--- src/hdl/sgram_guard_pkg.sv ---
/*
  Constants, timing counts and carrier types for the command timing guard.
  Assumes a single 100 MHz core clock and commands decoded on that clock.
*/
// Notes on behaviour
// - Pending calibration applied soon after all-bank refresh.
// - Training data presented within latency after command.
// - Training off returns pins to termination quickly.
// - Auto precharge waits for activate-to-precharge minimum.
`default_nettype none
package sgram_guard_pkg;
  // ------------------------------------------------------------------
  // Clock and timing figures
  // ------------------------------------------------------------------
  localparam int TCK_PS                  = 10000;
  localparam int CALIB_UPDATE_LATENCY_NS = 12;  // Plus one clock
  localparam int TRAINING_OUTPUT_LAT_NS  = 12;  // Plus two clocks
  localparam int TRAINING_OFF_LAT_NS     = 12;  // Plus one clock
  localparam int ACT_TO_PRE_MIN_NS       = 34;
  localparam int MODESET_SPACING_NS      = 10;
  localparam int MODESET_SPACING_TCK     = 10;
  localparam int ENTRY_NOP_WINDOW_TCK    = 10;
  localparam int PWRDN_EXIT_WAIT_TCK     = 12;

  // Longest times round down, least times round up
  localparam int CALIB_LAT_CYC  = 1 + (CALIB_UPDATE_LATENCY_NS * 1000) / TCK_PS;
  localparam int TRAIN_OUT_CYC  = 2 + (TRAINING_OUTPUT_LAT_NS * 1000) / TCK_PS;
  localparam int TRAIN_OFF_CYC  = 1 + (TRAINING_OFF_LAT_NS * 1000) / TCK_PS;
  localparam int RAS_CYC        = (ACT_TO_PRE_MIN_NS * 1000 + TCK_PS - 1) / TCK_PS;
  localparam int MRD_NS_CYC     = (MODESET_SPACING_NS * 1000 + TCK_PS - 1) / TCK_PS;
  localparam int MRD_CYC        = (MRD_NS_CYC > MODESET_SPACING_TCK) ? MRD_NS_CYC
                                                                    : MODESET_SPACING_TCK;

  // ------------------------------------------------------------------
  // Widths and reset values
  // ------------------------------------------------------------------
  localparam int NUM_BANKS   = 16;
  localparam int CA_W        = 10;
  localparam int STRAP_W     = 7;
  localparam int SPACE_CNT_W = 4;
  localparam logic [CA_W:0] TRAIN_DQ_RST = 11'h000;

  // ------------------------------------------------------------------
  // Types
  // ------------------------------------------------------------------
  typedef enum logic [2:0] {
    ST_ACTIVE  = 3'b001,
    ST_PWRDN   = 3'b010,
    ST_SELFREF = 3'b100
  } power_state_t;

  // Decoded command strobes, one cycle each
  typedef struct packed {
    logic       activate;
    logic       read_ap;
    logic       write_ap;
    logic       all_bank_refresh;
    logic       powerdown_entry_cmd;
    logic       powerdown_exit_cmd;
    logic       selfrefresh_entry_cmd;
    logic       selfrefresh_exit_cmd;
    logic       modeset;
    logic       cmd_bus_training_cmd;
    logic       nop;
    logic [3:0] bank;
  } cmd_t;

  // Strap levels caught at reset release
  typedef struct packed {
    logic               error_detect_pin;
    logic [STRAP_W-1:0] ca_low;
  } strap_t;
endpackage
`default_nettype wire

--- src/hdl/bank_autopre_timer.sv ---
/*
  Per-bank auto-precharge holdoff timer.
  Assumes activate and auto-precharge strobes decoded on the core clock.
*/
`default_nettype none
module bank_autopre_timer
  import sgram_guard_pkg::*;
#(
  parameter int HOLD_CYC = RAS_CYC
) (
  // Clock and reset
  input  wire logic clk_i,
  input  wire logic rst_i,
  // Bank commands
  input  wire logic act_i,
  input  wire logic autopre_i,
  // Bank status
  output logic      open_o,
  output logic      precharge_o
);
  initial begin
    if (HOLD_CYC < 2 || HOLD_CYC > 15) $error("HOLD_CYC out of range");
  end

  logic [3:0] cnt_ff, nxt_cnt;
  logic       pend_ff, nxt_pend;
  logic       open_ff, nxt_open;
  logic       pre_ff, nxt_pre;

  // ------------------------------------------------------------------
  // Holdoff count and deferred precharge
  // ------------------------------------------------------------------
  // Count is loaded two short so the registered strobe lands on time
  always_comb begin
    nxt_cnt  = cnt_ff;
    nxt_pend = pend_ff;
    nxt_open = open_ff;
    nxt_pre  = 1'b0;
    if (cnt_ff != 4'h0) nxt_cnt = cnt_ff - 4'h1;
    if (autopre_i) nxt_pend = 1'b1;
    if (pend_ff && open_ff && cnt_ff == 4'h0) begin
      nxt_pre  = 1'b1;
      nxt_pend = autopre_i;
      nxt_open = 1'b0;
    end
    if (act_i) begin
      nxt_cnt  = 4'(HOLD_CYC - 2);
      nxt_open = 1'b1;
      nxt_pend = 1'b0;
    end
  end

  always_ff @(posedge clk_i) begin
    if (rst_i) begin
      cnt_ff  <= 4'h0;
      pend_ff <= 1'b0;
      open_ff <= 1'b0;
      pre_ff  <= 1'b0;
    end else begin
      cnt_ff  <= nxt_cnt;
      pend_ff <= nxt_pend;
      open_ff <= nxt_open;
      pre_ff  <= nxt_pre;
    end
  end

  assign open_o      = open_ff;
  assign precharge_o = pre_ff;
endmodule
`default_nettype wire

--- src/hdl/sgram_command_timing_guard.sv ---
/*
  Device-side command timing guard: calibration update on all-bank
  refresh, address training capture, auto-precharge holdoff, low-power
  state tracking, sequence checking and strap capture.
  Assumes commands arrive decoded on the core clock; strap pins are async.
*/
`default_nettype none
module sgram_command_timing_guard
  import sgram_guard_pkg::*;
#(
  parameter int BANKS = NUM_BANKS
) (
  // Clock and reset
  input  wire logic              CORE_CLK_I,
  input  wire logic              RST_I,
  // Decoded command path
  input  wire cmd_t              CMD_I,
  input  wire logic [CA_W-1:0]   CA_I,
  input  wire logic              CMD_BUS_INVERT_N_I,
  // Modes and internal requests
  input  wire logic              CMD_BUS_TRAINING_MODE_I,
  input  wire logic              CALIB_REQ_I,
  input  wire logic              SEQ_ERR_CLR_I,
  // Strap pins
  input  wire strap_t            STRAP_I,
  // Training outputs
  output logic [CA_W:0]          TRAIN_DQ_O,
  output logic                   TRAIN_DQ_OE_N_O,
  // Status
  output logic                   CALIB_APPLY_O,
  output logic                   CALIB_PENDING_O,
  output logic [BANKS-1:0]       BANK_OPEN_O,
  output logic [BANKS-1:0]       BANK_PRECHARGE_O,
  output power_state_t           POWER_STATE_O,
  output logic                   SEQ_ERR_O,
  output strap_t                 STRAP_O
);
  initial begin
    if (BANKS != NUM_BANKS) $error("BANKS must match the bank field");
  end

  // ------------------------------------------------------------------
  // Calibration update on all-bank refresh
  // ------------------------------------------------------------------
  logic calib_pend_ff, nxt_calib_pend;
  logic calib_apply_ff, nxt_calib_apply;

  // New request wins over the clear in the apply cycle
  always_comb begin
    nxt_calib_apply = CMD_I.all_bank_refresh && calib_pend_ff;
    nxt_calib_pend  = calib_pend_ff;
    if (nxt_calib_apply) nxt_calib_pend = 1'b0;
    if (CALIB_REQ_I) nxt_calib_pend = 1'b1;
  end

  always_ff @(posedge CORE_CLK_I) begin
    if (RST_I) begin
      calib_pend_ff  <= 1'b0;
      calib_apply_ff <= 1'b0;
    end else begin
      calib_pend_ff  <= nxt_calib_pend;
      calib_apply_ff <= nxt_calib_apply;
    end
  end

  // ------------------------------------------------------------------
  // Address training capture and release
  // ------------------------------------------------------------------
  logic [CA_W:0] train_dq_ff, nxt_train_dq;
  logic          train_oe_n_ff, nxt_train_oe_n;

  // One cycle to drive, well inside both latency limits
  always_comb begin
    nxt_train_dq   = train_dq_ff;
    nxt_train_oe_n = train_oe_n_ff;
    if (!CMD_BUS_TRAINING_MODE_I) begin
      nxt_train_oe_n = 1'b1;
    end else if (CMD_I.cmd_bus_training_cmd) begin
      nxt_train_dq   = {CMD_BUS_INVERT_N_I, CA_I};
      nxt_train_oe_n = 1'b0;
    end
  end

  always_ff @(posedge CORE_CLK_I) begin
    if (RST_I) begin
      train_dq_ff   <= TRAIN_DQ_RST;
      train_oe_n_ff <= 1'b1;
    end else begin
      train_dq_ff   <= nxt_train_dq;
      train_oe_n_ff <= nxt_train_oe_n;
    end
  end

  // ------------------------------------------------------------------
  // Per-bank auto-precharge holdoff
  // ------------------------------------------------------------------
  genvar b;
  generate
    for (b = 0; b < BANKS; b++) begin : g_bank
      bank_autopre_timer #(
        .HOLD_CYC (RAS_CYC)
      ) u_timer (
        .clk_i       (CORE_CLK_I),
        .rst_i       (RST_I),
        .act_i       (CMD_I.activate && CMD_I.bank == 4'(b)),
        .autopre_i   ((CMD_I.read_ap || CMD_I.write_ap) && CMD_I.bank == 4'(b)),
        .open_o      (BANK_OPEN_O[b]),
        .precharge_o (BANK_PRECHARGE_O[b])
      );
    end
  endgenerate

  // ------------------------------------------------------------------
  // Low-power state and command sequence checking
  // ------------------------------------------------------------------
  power_state_t           pstate_ff, nxt_pstate;
  logic [SPACE_CNT_W-1:0] nop_cnt_ff, nxt_nop_cnt;
  logic [SPACE_CNT_W-1:0] mrd_cnt_ff, nxt_mrd_cnt;
  logic                   seq_err_ff, nxt_seq_err;
  logic                   busy_cmd;

  // Any real command other than no-operation
  assign busy_cmd = CMD_I.activate | CMD_I.read_ap | CMD_I.write_ap
                  | CMD_I.all_bank_refresh | CMD_I.powerdown_entry_cmd
                  | CMD_I.powerdown_exit_cmd | CMD_I.selfrefresh_entry_cmd
                  | CMD_I.selfrefresh_exit_cmd | CMD_I.modeset
                  | CMD_I.cmd_bus_training_cmd;

  // The device only flags a bad controller; it never blocks commands
  always_comb begin
    nxt_pstate  = pstate_ff;
    nxt_nop_cnt = (nop_cnt_ff != '0) ? nop_cnt_ff - 1'b1 : nop_cnt_ff;
    nxt_mrd_cnt = (mrd_cnt_ff != '0) ? mrd_cnt_ff - 1'b1 : mrd_cnt_ff;
    nxt_seq_err = seq_err_ff && !SEQ_ERR_CLR_I;
    if (busy_cmd && nop_cnt_ff != '0) nxt_seq_err = 1'b1;
    if (CMD_I.modeset && mrd_cnt_ff != '0) nxt_seq_err = 1'b1;
    if (CMD_I.modeset) nxt_mrd_cnt = SPACE_CNT_W'(MRD_CYC - 1);
    case (pstate_ff)
      ST_ACTIVE: begin
        if (CMD_I.powerdown_entry_cmd) begin
          nxt_pstate  = ST_PWRDN;
          nxt_nop_cnt = SPACE_CNT_W'(ENTRY_NOP_WINDOW_TCK - 1);
        end else if (CMD_I.selfrefresh_entry_cmd) begin
          nxt_pstate  = ST_SELFREF;
          nxt_nop_cnt = SPACE_CNT_W'(ENTRY_NOP_WINDOW_TCK - 1);
        end
      end
      ST_PWRDN: begin
        if (CMD_I.powerdown_exit_cmd) begin
          nxt_pstate  = ST_ACTIVE;
          nxt_nop_cnt = SPACE_CNT_W'(PWRDN_EXIT_WAIT_TCK - 1);
        end
      end
      ST_SELFREF: begin
        if (CMD_I.selfrefresh_exit_cmd) begin
          nxt_pstate  = ST_ACTIVE;
          nxt_nop_cnt = SPACE_CNT_W'(PWRDN_EXIT_WAIT_TCK - 1);
        end
      end
      default: nxt_pstate = ST_ACTIVE;
    endcase
  end

  always_ff @(posedge CORE_CLK_I) begin
    if (RST_I) begin
      pstate_ff  <= ST_ACTIVE;
      nop_cnt_ff <= '0;
      mrd_cnt_ff <= '0;
      seq_err_ff <= 1'b0;
    end else begin
      pstate_ff  <= nxt_pstate;
      nop_cnt_ff <= nxt_nop_cnt;
      mrd_cnt_ff <= nxt_mrd_cnt;
      seq_err_ff <= nxt_seq_err;
    end
  end

  // ------------------------------------------------------------------
  // Strap capture at reset release
  // ------------------------------------------------------------------
  strap_t strap_meta_ff, strap_sync_ff, strap_ff, nxt_strap;
  logic   rst_seen_ff;

  // Straps are held around release, so the synced value is stable here
  always_comb begin
    nxt_strap = strap_ff;
    if (rst_seen_ff) nxt_strap = strap_sync_ff;
  end

  always_ff @(posedge CORE_CLK_I) begin
    strap_meta_ff <= STRAP_I;
    strap_sync_ff <= strap_meta_ff;
    rst_seen_ff   <= RST_I;
    if (RST_I) begin
      strap_ff <= '0;
    end else begin
      strap_ff <= nxt_strap;
    end
  end

  // ------------------------------------------------------------------
  // Outputs
  // ------------------------------------------------------------------
  assign TRAIN_DQ_O      = train_dq_ff;
  assign TRAIN_DQ_OE_N_O = train_oe_n_ff;
  assign CALIB_APPLY_O   = calib_apply_ff;
  assign CALIB_PENDING_O = calib_pend_ff;
  assign POWER_STATE_O   = pstate_ff;
  assign SEQ_ERR_O       = seq_err_ff;
  assign STRAP_O         = strap_ff;
endmodule
`default_nettype wire

--- config.mk ---
export PLATFORM = sky130hd
export DESIGN_NAME = sgram_command_timing_guard
export DESIGN_NICKNAME = d
export VERILOG_FILES = /design/src/hdl/sgram_guard_pkg.sv /design/src/hdl/bank_autopre_timer.sv /design/src/hdl/sgram_command_timing_guard.sv
export SDC_FILE = /design/constraint.sdc
export NUM_CORES = 1
export LEC_CHECK = 0
export BUFFER_PORTS_ARGS = -buffer_cell sky130_fd_sc_hd__buf_2
export CORE_ASPECT_RATIO = 1.25
export CORE_MARGIN = 2
export CORE_UTILIZATION = 55
export CTS_BUF_LIST = sky130_fd_sc_hd__clkbuf_4 sky130_fd_sc_hd__clkbuf_8
export DETAILED_ROUTE_END_ITERATION = 8
export MAX_ROUTING_LAYER = met4
export PLACE_DENSITY = 0.81
export SYNTH_ARGS = -nofsm -noshare
export SYNTH_HDL_FRONTEND = slang
export SYNTH_SLANG_ARGS = --single-unit
--- constraint.sdc ---
create_clock -name CORE_CLK_I -period 1.8 [get_ports CORE_CLK_I]
set_input_delay 0.09 -clock CORE_CLK_I [delete_from_list [all_inputs] [get_ports CORE_CLK_I]]
set_output_delay 0.09 -clock CORE_CLK_I [all_outputs]
set_load 0.03 [all_outputs]
# ---- After elaboration in Yosys (flattened, before gate mapping)
# Cells that the tools add are included.
dict set report classes {
  n_mux 129
  addsub 18
  n_reduce_logical 175
  eq_ne 21
  n_bitwise 10
}
# op n
set op_table {}
lappend op_table {{nonzero test 2 bit} 50}
lappend op_table {{two-way mux 1 bit} 84}
lappend op_table {{nonzero test 4 bit} 18}
lappend op_table {{subtractor 4 x 1 -> 4 bit (second input constant)} 18}
lappend op_table {{logical AND 1 bit} 68}
lappend op_table {{zero test 4 bit} 17}
lappend op_table {{two-way mux 2 bit} 32}
lappend op_table {{OR reduction 2 bit} 18}
lappend op_table {{equality test 4 bit (second input constant)} 8}
lappend op_table {{two-way mux 4 bit} 7}
lappend op_table {{equality test 4 x 3 -> 1 bit (second input constant)} 4}
lappend op_table {{two-way mux 3 bit} 4}
lappend op_table {{case mux 4 bit (3 select lines)} 1}
lappend op_table {{OR 1 bit} 9}
lappend op_table {{case mux 3 bit (3 select lines)} 1}
lappend op_table {{equality test 4 x 2 -> 1 bit (second input constant)} 2}
lappend op_table {{equality test 4 x 1 -> 1 bit (second input constant)} 1}
lappend op_table {{!= test 2 bit (second input constant)} 2}
lappend op_table {{equality test 3 x 1 -> 1 bit (second input constant)} 1}
lappend op_table {{equality test 3 x 2 -> 1 bit (second input constant)} 1}
lappend op_table {{equality test 3 bit (second input constant)} 1}
lappend op_table {{!= test 3 bit (second input constant)} 1}
lappend op_table {{AND reduction 3 bit} 1}
lappend op_table {{AND reduction 2 bit} 1}
lappend op_table {{3 further kinds} 3}
dict set report totals {
  wordCells 449
  reg_bits 163
  out_inout_bits 58
  in_bits 39
}

# ---- Depth between registers and ports, before layout
# Gate-level depths: netlist (run 1).
dict set report depth {
  word_depth 12
  ltp_mapped 5
  mapped_depth_nobuf 5
}

# ---- By module
# From an unflattened synthesis (run 1), not the netlist that was laid out.
dict set report unflattened {
  hier_cells 668
  area_unflattened_um2 6035.8
}
# module instances cells_per_inst seq_area_each_um2 area_each_um2
set modules_own_cells {}
lappend modules_own_cells {bank_autopre_timer 16 28 140.1 256.5}
lappend modules_own_cells {sgram_command_timing_guard 1 220 1021.0 1931.9}

# ---- Worst setup path after synthesis (run 1)
# No wires, ideal clock.
dict set report synth_path {
  path_kind {register -> register}
  startpoint {reg nop_cnt_ff[0]}
  endpoint {reg nop_cnt_ff[1]}
  n_path_buf 0
  arrival_time_ps 1458
  path_stages_with_launch 6
  required_ps 1714
  path_slack_ps 256
  period_less_slack_ps 1544
  setup_time_ps 86
  path_cell_list {dfxtp_1 > inv_1 > ha_1 > nor3b_1 > mux2_2 > a211oi_1}
}
dict set report synth_via {
  elab_chain_len 5
  elab_cells_between_ends 8
  classes_between {add/sub (1); mux (6); reduce/logical (1)}
}
# element line
set synth_rtl {}
lappend synth_rtl {{from (decl)} sgram_command_timing_guard.sv:117} ;# logic [SPACE_CNT_W-1:0] nop_cnt_ff, nxt_nop_cnt;
lappend synth_rtl {{from (signal assigned)} sgram_command_timing_guard.sv:172} ;# nop_cnt_ff <= nxt_nop_cnt;
lappend synth_rtl {{subtractor 4 x 1 -> 4 bit / nonzero test 4 bit (equally long branches)} sgram_command_timing_guard.sv:132} ;# nxt_nop_cnt = (nop_cnt_ff != '0) ? nop_cnt_ff - 1'b1 : nop_cnt_ff;
lappend synth_rtl {{two-way mux 4 bit (*)} sgram_command_timing_guard.sv:132}
lappend synth_rtl {{two-way mux 4 bit} sgram_command_timing_guard.sv:143} ;# end else if (CMD_I.selfrefresh_entry_cmd) begin
lappend synth_rtl {{two-way mux 4 bit} sgram_command_timing_guard.sv:140} ;# if (CMD_I.powerdown_entry_cmd) begin
lappend synth_rtl {{case mux 4 bit (3 select lines) (*)} sgram_command_timing_guard.sv:138} ;# case (pstate_ff)
# Mark *: on every way between the ends. The rest lies on a longest branch, timed or not.
# A chain may end at the register's enable or synchronous reset.

# ---- Final worst setup path (run 1)
# Ends and elaborated chain as after synthesis.

==> results.toml, run 1 <==
[global_routing]
first_global_vias = 5034
grt_busiest_layer = "met2"
grt_usage_pct = 23.3
grtUsageMet2_pct = 41.3
grt_first_pass_wirelength_um = 22500
grt_util_met3_pct = 5.09
grt_overflow = 0
use_met1_pct = 25.4
grt_max_degree = 100
antenna_found_initial = 0

[yosys]
synth_edf_count = 0
ys_async_sr_fraction_pct = 0
synthFlopType = "dfxtp_1"
synth_cells = 663
synth-seq-cells = 163
syn_nets = 704
mappedNetlistArea_um2 = 6270
synth_top_area_share_pct = 52.0
yosys.area.top_type = "dfxtp_1"
yosysSeqAreaShare_pct = 52.0
synth_most_common_cell = "dfxtp_1"
synth_area_leaders = "dfxtp_1, a21oi_1, a21bo_2, buf_4, nand2_1"
synthTopCellsByCount = "dfxtp_1, a21oi_1, nand2_1"
ys_warn_count = 0
synth_cell_type_count = 47
synth_area_per_cell_um2 = 9.46

[timing]
slew_violations = 0
fin_crit_sh_pct = 89.1
setup_slack_ns = 0.197
finalHoldViolations = 0
clock_skew_ns = 0.0122
finalSetupTns_ns = 0
worst_pin_slew_ns = 0.703
max_freq_ghz = 0.624
min_period_ns = 1.60
grt_setup_unrepaired = "false"
max-slew-margin-rel_pct = 52.7
whs_ns = 0.0228
setup_viol = 0

[hold_path]
hold_path.class = "in2reg"
min-delay-start = "CMD_I[2]"

[cts]
clock_sinks = 163
root_buffer = "clkbuf_8"
htreeDepth = 4
cts_buffers = 17
clk_path_buf_depth = 2
clk_pin_slew_worst_paths_ns = 0.09
post_cts_buffers = 0
clk_latency_ns = 0.46
cts_tree = "built"

[floorplan]
ios = 97
die_h_um = 123
die_w_um = 99.5
fp.coreArea_um2 = 11100
die_area_um2 = 12300
initial_utilization_pct = 56.6
row_count = 43

[setup_path]
cp-end-kind = "register"
worstPathArrival_ns = 1.98
startpoint_type = "register"
required_ns = 2.17
timing.rr.start = "nop_cnt_ff[0]$_SDFF_PP0_"
startpoint = "nop_cnt_ff[0]$_SDFF_PP0_"
critPathMaxFanout = 4
timing_worst_setup_path_type = "reg2reg"

[cells_and_area]
area_growth_pct = 16.3
final_cells = 904
nFillCells = 851
antennaDiodeCount = 0
drive_gt1_share_pct = 23.1
final_nets = 797

[run]
maxCapViolCount = 0

[detailed_routing]
via_per_inst = 5.74
ant_nets = 0
wl_um = 13900
drt_iter0_drc = 276
drc = 0
firstDrtPassIters = 5
wl_per_cell_um = 15.4
routed-via-count = 5193

[power_and_ir_drop]
power_density_nw_per_um2 = 968
p_leak_nw = 3.06
vdd_drop_max_mv = 0.549

[outcome]
outcome = "complete, no violations"

[placement]
dp_cells = 843
io_buffers = 95
place.gp.congestion = 0.813
dp_slack_ns = 0.227
dp_hpwl_um = 9160
-- critical path, stage by stage, from the launching register on --
cell and delay (ns):
dfxtp_1 0.32, inv_1 0.09, ha_1 0.21, nor3b_1 0.30, mux2_2 0.37, a211oi_1 0.23
-- cell usage in the layout (no fill, tap or decap), types with 5 or more instances in the layout --
cell type,Yosys,routed
dfxtp_1,163,163
buf_2,14,95
a21oi_1,66,66
nand2_1,60,60
nor2_1,51,51
o21ai_0,34,34
dlygate4sd3_1,0,29
a21bo_2,26,26
nor3_1,22,22
a31oi_1,20,20
nand3b_1,19,19
clkbuf_8,0,17
a21o_1,16,16
o31ai_1,16,16
nor4_1,16,16
nand3_1,14,14
inv_1,13,13
and4b_1,11,11
mux2i_1,10,10
inv_8,0,8
buf_4,32,6
nor2b_1,5,5
-- layout make-up --
cell class                 instances  area, µm²  share of cell area, %
clock buffer                      17        234                   3.21
clock inverter                    15        149                   2.04
inverter                          13       48.8                  0.669
multi-input combinational        430       2600                   35.6
sequential                       163       3260                   44.7
tap                              135        169                   2.32
timing repair buffer             131        831                   11.4
-- power by group --
part / leakage, nW / internal, mW / switching [mW]
combinational: 1.54 / 0.313 / 0.397
sequential: 1.33 / 3.71 / 0.0821
clock: 0.193 / 1.04 / 1.51
-- worst paths after layout --
| check | to | slack [ns] | cells after the start |
|---|---|---|---|
| worst min register to register | strap_sync_ff[7]$_DFF_P_ | 0.34 | 0 |
| worst min-delay path | g_bank[12].u_timer.pend_ff$_SDFFE_PP0P_ | 0.02 | 3 |
| worst max-delay path | nop_cnt_ff[1]$_SDFF_PP0_ | 0.20 | 5 |
| worst max register to register | nop_cnt_ff[1]$_SDFF_PP0_ | 0.20 | 5 |
-- registers in the layout, summed over array words and instances, names as in the netlist, 3 cells and up --
register and cells:
POWER_STATE_O 3, STRAP_O 8, TRAIN_DQ_O 11, g_bank.u_timer.cnt_ff 64
g_bank.u_timer.open_o 16, g_bank.u_timer.pend_ff 16, g_bank.u_timer.precharge_o 16, mrd_cnt_ff 4
nop_cnt_ff 4, strap_meta_ff 8, strap_sync_ff 8
-- metrics by stage --
stage | area (µm²) | util (%) | total power, mW
floorplan | 6270 | - | 4.34
global placement | 6620 | 59.7 | 4.49
detailed placement | 6620 | 59.7 | 4.53
CTS | 7290 | 65.8 | 7.09
global route | 7290 | 65.8 | 7.34
finish | 7290 | 65.8 | 7.06
-- per-layer routing --
layer  share of wire (%)  wire length [µm]
met1                  40              5620
met2                  53              7340
met3                 4.7               658
met4                 2.0               277
met5                   0                 0
-- logic make-up after synthesis --
| family | Yosys count | synth area share, % |
|---|---|---|
| AO/OA/AOI/OAI | 189 | 19.6 |
| XOR/XNOR | 2 | 0.279 |
| adder cells (fa/ha/maj) | 2 | 0.399 |
| buffers and inverters | 70 | 6.51 |
| flip-flops | 163 | 52.0 |
| multiplexers | 11 | 1.78 |
| AND/OR/NAND/NOR | 226 | 19.4 |
-- repair_timing --
action / in CTS / in global routing
hold buffers: 29 / 0
endpoints found under the hold margin: 31 / 0
gates resized for setup: 0 / 0
Power figures use the tool's default switching activity.
==> run 2: changes to the inputs <==
==> constraint.sdc (replaced) <==
create_clock -name CORE_CLK_I -period 1.8 [get_ports CORE_CLK_I]
set_input_delay 0.45 -clock CORE_CLK_I [delete_from_list [all_inputs] [get_ports CORE_CLK_I]]
set_output_delay 0.45 -clock CORE_CLK_I [all_outputs]
set_load 0.03 [all_outputs]
==> results.toml, run 2 (synthesis results as in run 1) <==
[timing]
worst_pin_slew_ns = 0.645
slew_violations = 0
min_period_ns = 1.69
fin_crit_sh_pct = 94.1
whs_ns = 0.110
finalHoldViolations = 0
max-slew-margin-rel_pct = 56.6
max_freq_ghz = 0.590
setup_viol = 0
finalSetupTns_ns = 0
grt_setup_unrepaired = "false"
clock_skew_ns = 0.0106

[global_routing]
grt_overflow = 0
grt_first_pass_wirelength_um = 20900
grt_max_degree = 41
grt_usage_pct = 21.5
first_global_vias = 4688
antenna_found_initial = 0

[detailed_routing]
drc = 0
drt_iter0_drc = 260
via_per_inst = 5.72
wl_um = 13000
firstDrtPassIters = 5
ant_nets = 0
routed-via-count = 5052
wl_per_cell_um = 14.7

[cells_and_area]
largest_reg_flops = 64
antennaDiodeCount = 0
drive_gt1_share_pct = 24.9
final_common_cell = "dfxtp_1"
area_growth_pct = 13.6
final_util_pct = 64.2
largest-register = "g_bank.u_timer.cnt_ff"
layout_common_cells = "dfxtp_1, buf_2, a21oi_1"
final_nets = 776

[cts]
clk_path_buf_depth = 2
post_cts_buffers = 0
clk_pin_slew_worst_paths_ns = 0.09
cts_tree = "built"
clock_sinks = 163
ctsResizeCount = 0
cts_buffers = 17
clk_latency_ns = 0.44
holdBufCountCts = 0
root_buffer = "clkbuf_8"
htreeDepth = 4

[setup_path]
worstPathArrival_ns = 2.05
cp-end-kind = "register"
startpoint_type = "register"
timing_worst_setup_path_type = "reg2reg"
required_ns = 2.16
critPathMaxFanout = 4

[floorplan]
die_area_um2 = 12300
row_count = 43
ios = 97
die_h_um = 123
initial_utilization_pct = 56.6
fp.coreArea_um2 = 11100
die_w_um = 99.5

[run]
maxCapViolCount = 0

[placement]
place.gp.congestion = 0.825
dp_hpwl_um = 9190
io_buffers = 95

[power_and_ir_drop]
vdd_drop_max_mv = 0.762
p_leak_nw = 3.01
power_density_nw_per_um2 = 1020

[outcome]
outcome = "complete, no violations"

[hold_path]
hold_path.class = "in2reg"
==> run 2: changes by cell type in the layout (fill, tap and decap cells not counted), sizes merged <==
cell and change:
bufinv +3, inv -5, buf +8, clkinv +2, dlygate4sd3 -29
==> run 2: final timing paths <==
check | startpoint | endpoint | slack (ns) | depth (start not counted)
max reg2reg | nop_cnt_ff[0]$_SDFF_PP0_ | nop_cnt_ff[1]$_SDFF_PP0_ | 0.11 | 5
min reg2reg | strap_meta_ff[6]$_DFF_P_ | strap_sync_ff[6]$_DFF_P_ | 0.33 | 0
min | STRAP_I[0] | strap_meta_ff[0]$_DFF_P_ | 0.11 | 1
max | nop_cnt_ff[0]$_SDFF_PP0_ | nop_cnt_ff[1]$_SDFF_PP0_ | 0.11 | 5
==> run 2: cell type report <==
| cell class | count | area (µm²) |
|---|---|---|
| clock buffers | 17 | 234 |
| clock inverters | 15 | 194 |
| inverters | 13 | 48.8 |
| flip-flops and latches | 163 | 3260 |
| well taps | 135 | 169 |
| fillers | 885 | 3960 |
| repair buffers | 110 | 613 |
| multi-input cells | 430 | 2600 |
==> run 2: report_power, final <==
group | leakage (nW) | total [mW] | switching [mW] | internal, mW
Clock | 0.212 | 2.83 | 1.42 | 1.41
Combinational | 1.47 | 0.669 | 0.385 | 0.284
Sequential | 1.33 | 3.79 | 0.0821 | 3.71
==> run 2: critical path: stages, from the launching register on <==
cell,delay [ns]
dfxtp_1,0.33
inv_1,0.09
ha_1,0.21
nor3b_1,0.37
mux2_2,0.38
a211oi_1,0.23
==> run 2: routing by layer <==
metal	up-vias	GRT usage [%]	wire (µm)	part of all wire, %
met5	-	-	0	0
met4	0	6.68	167	1.3
met3	16	6.16	612	4.7
met2	131	36.7	6660	51
met1	2415	24.7	5580	43
li1	2490	-	-	-
==> run 2: stage by stage <==
stage / power, mW / worst slack (ns) / cell area, µm² / std cells
2_1_floorplan: 4.34 / 0.256 / 6270 / 663
6_report: 7.30 / 0.106 / 7120 / 883
3_5_place_dp: 4.54 / 0.141 / 6690 / 851
3_3_place_gp: 4.51 / 0.302 / 6690 / 851
4_1_cts: 7.32 / 0.103 / 7120 / 883
5_1_grt: 7.55 / 0.0151 / 7120 / 883
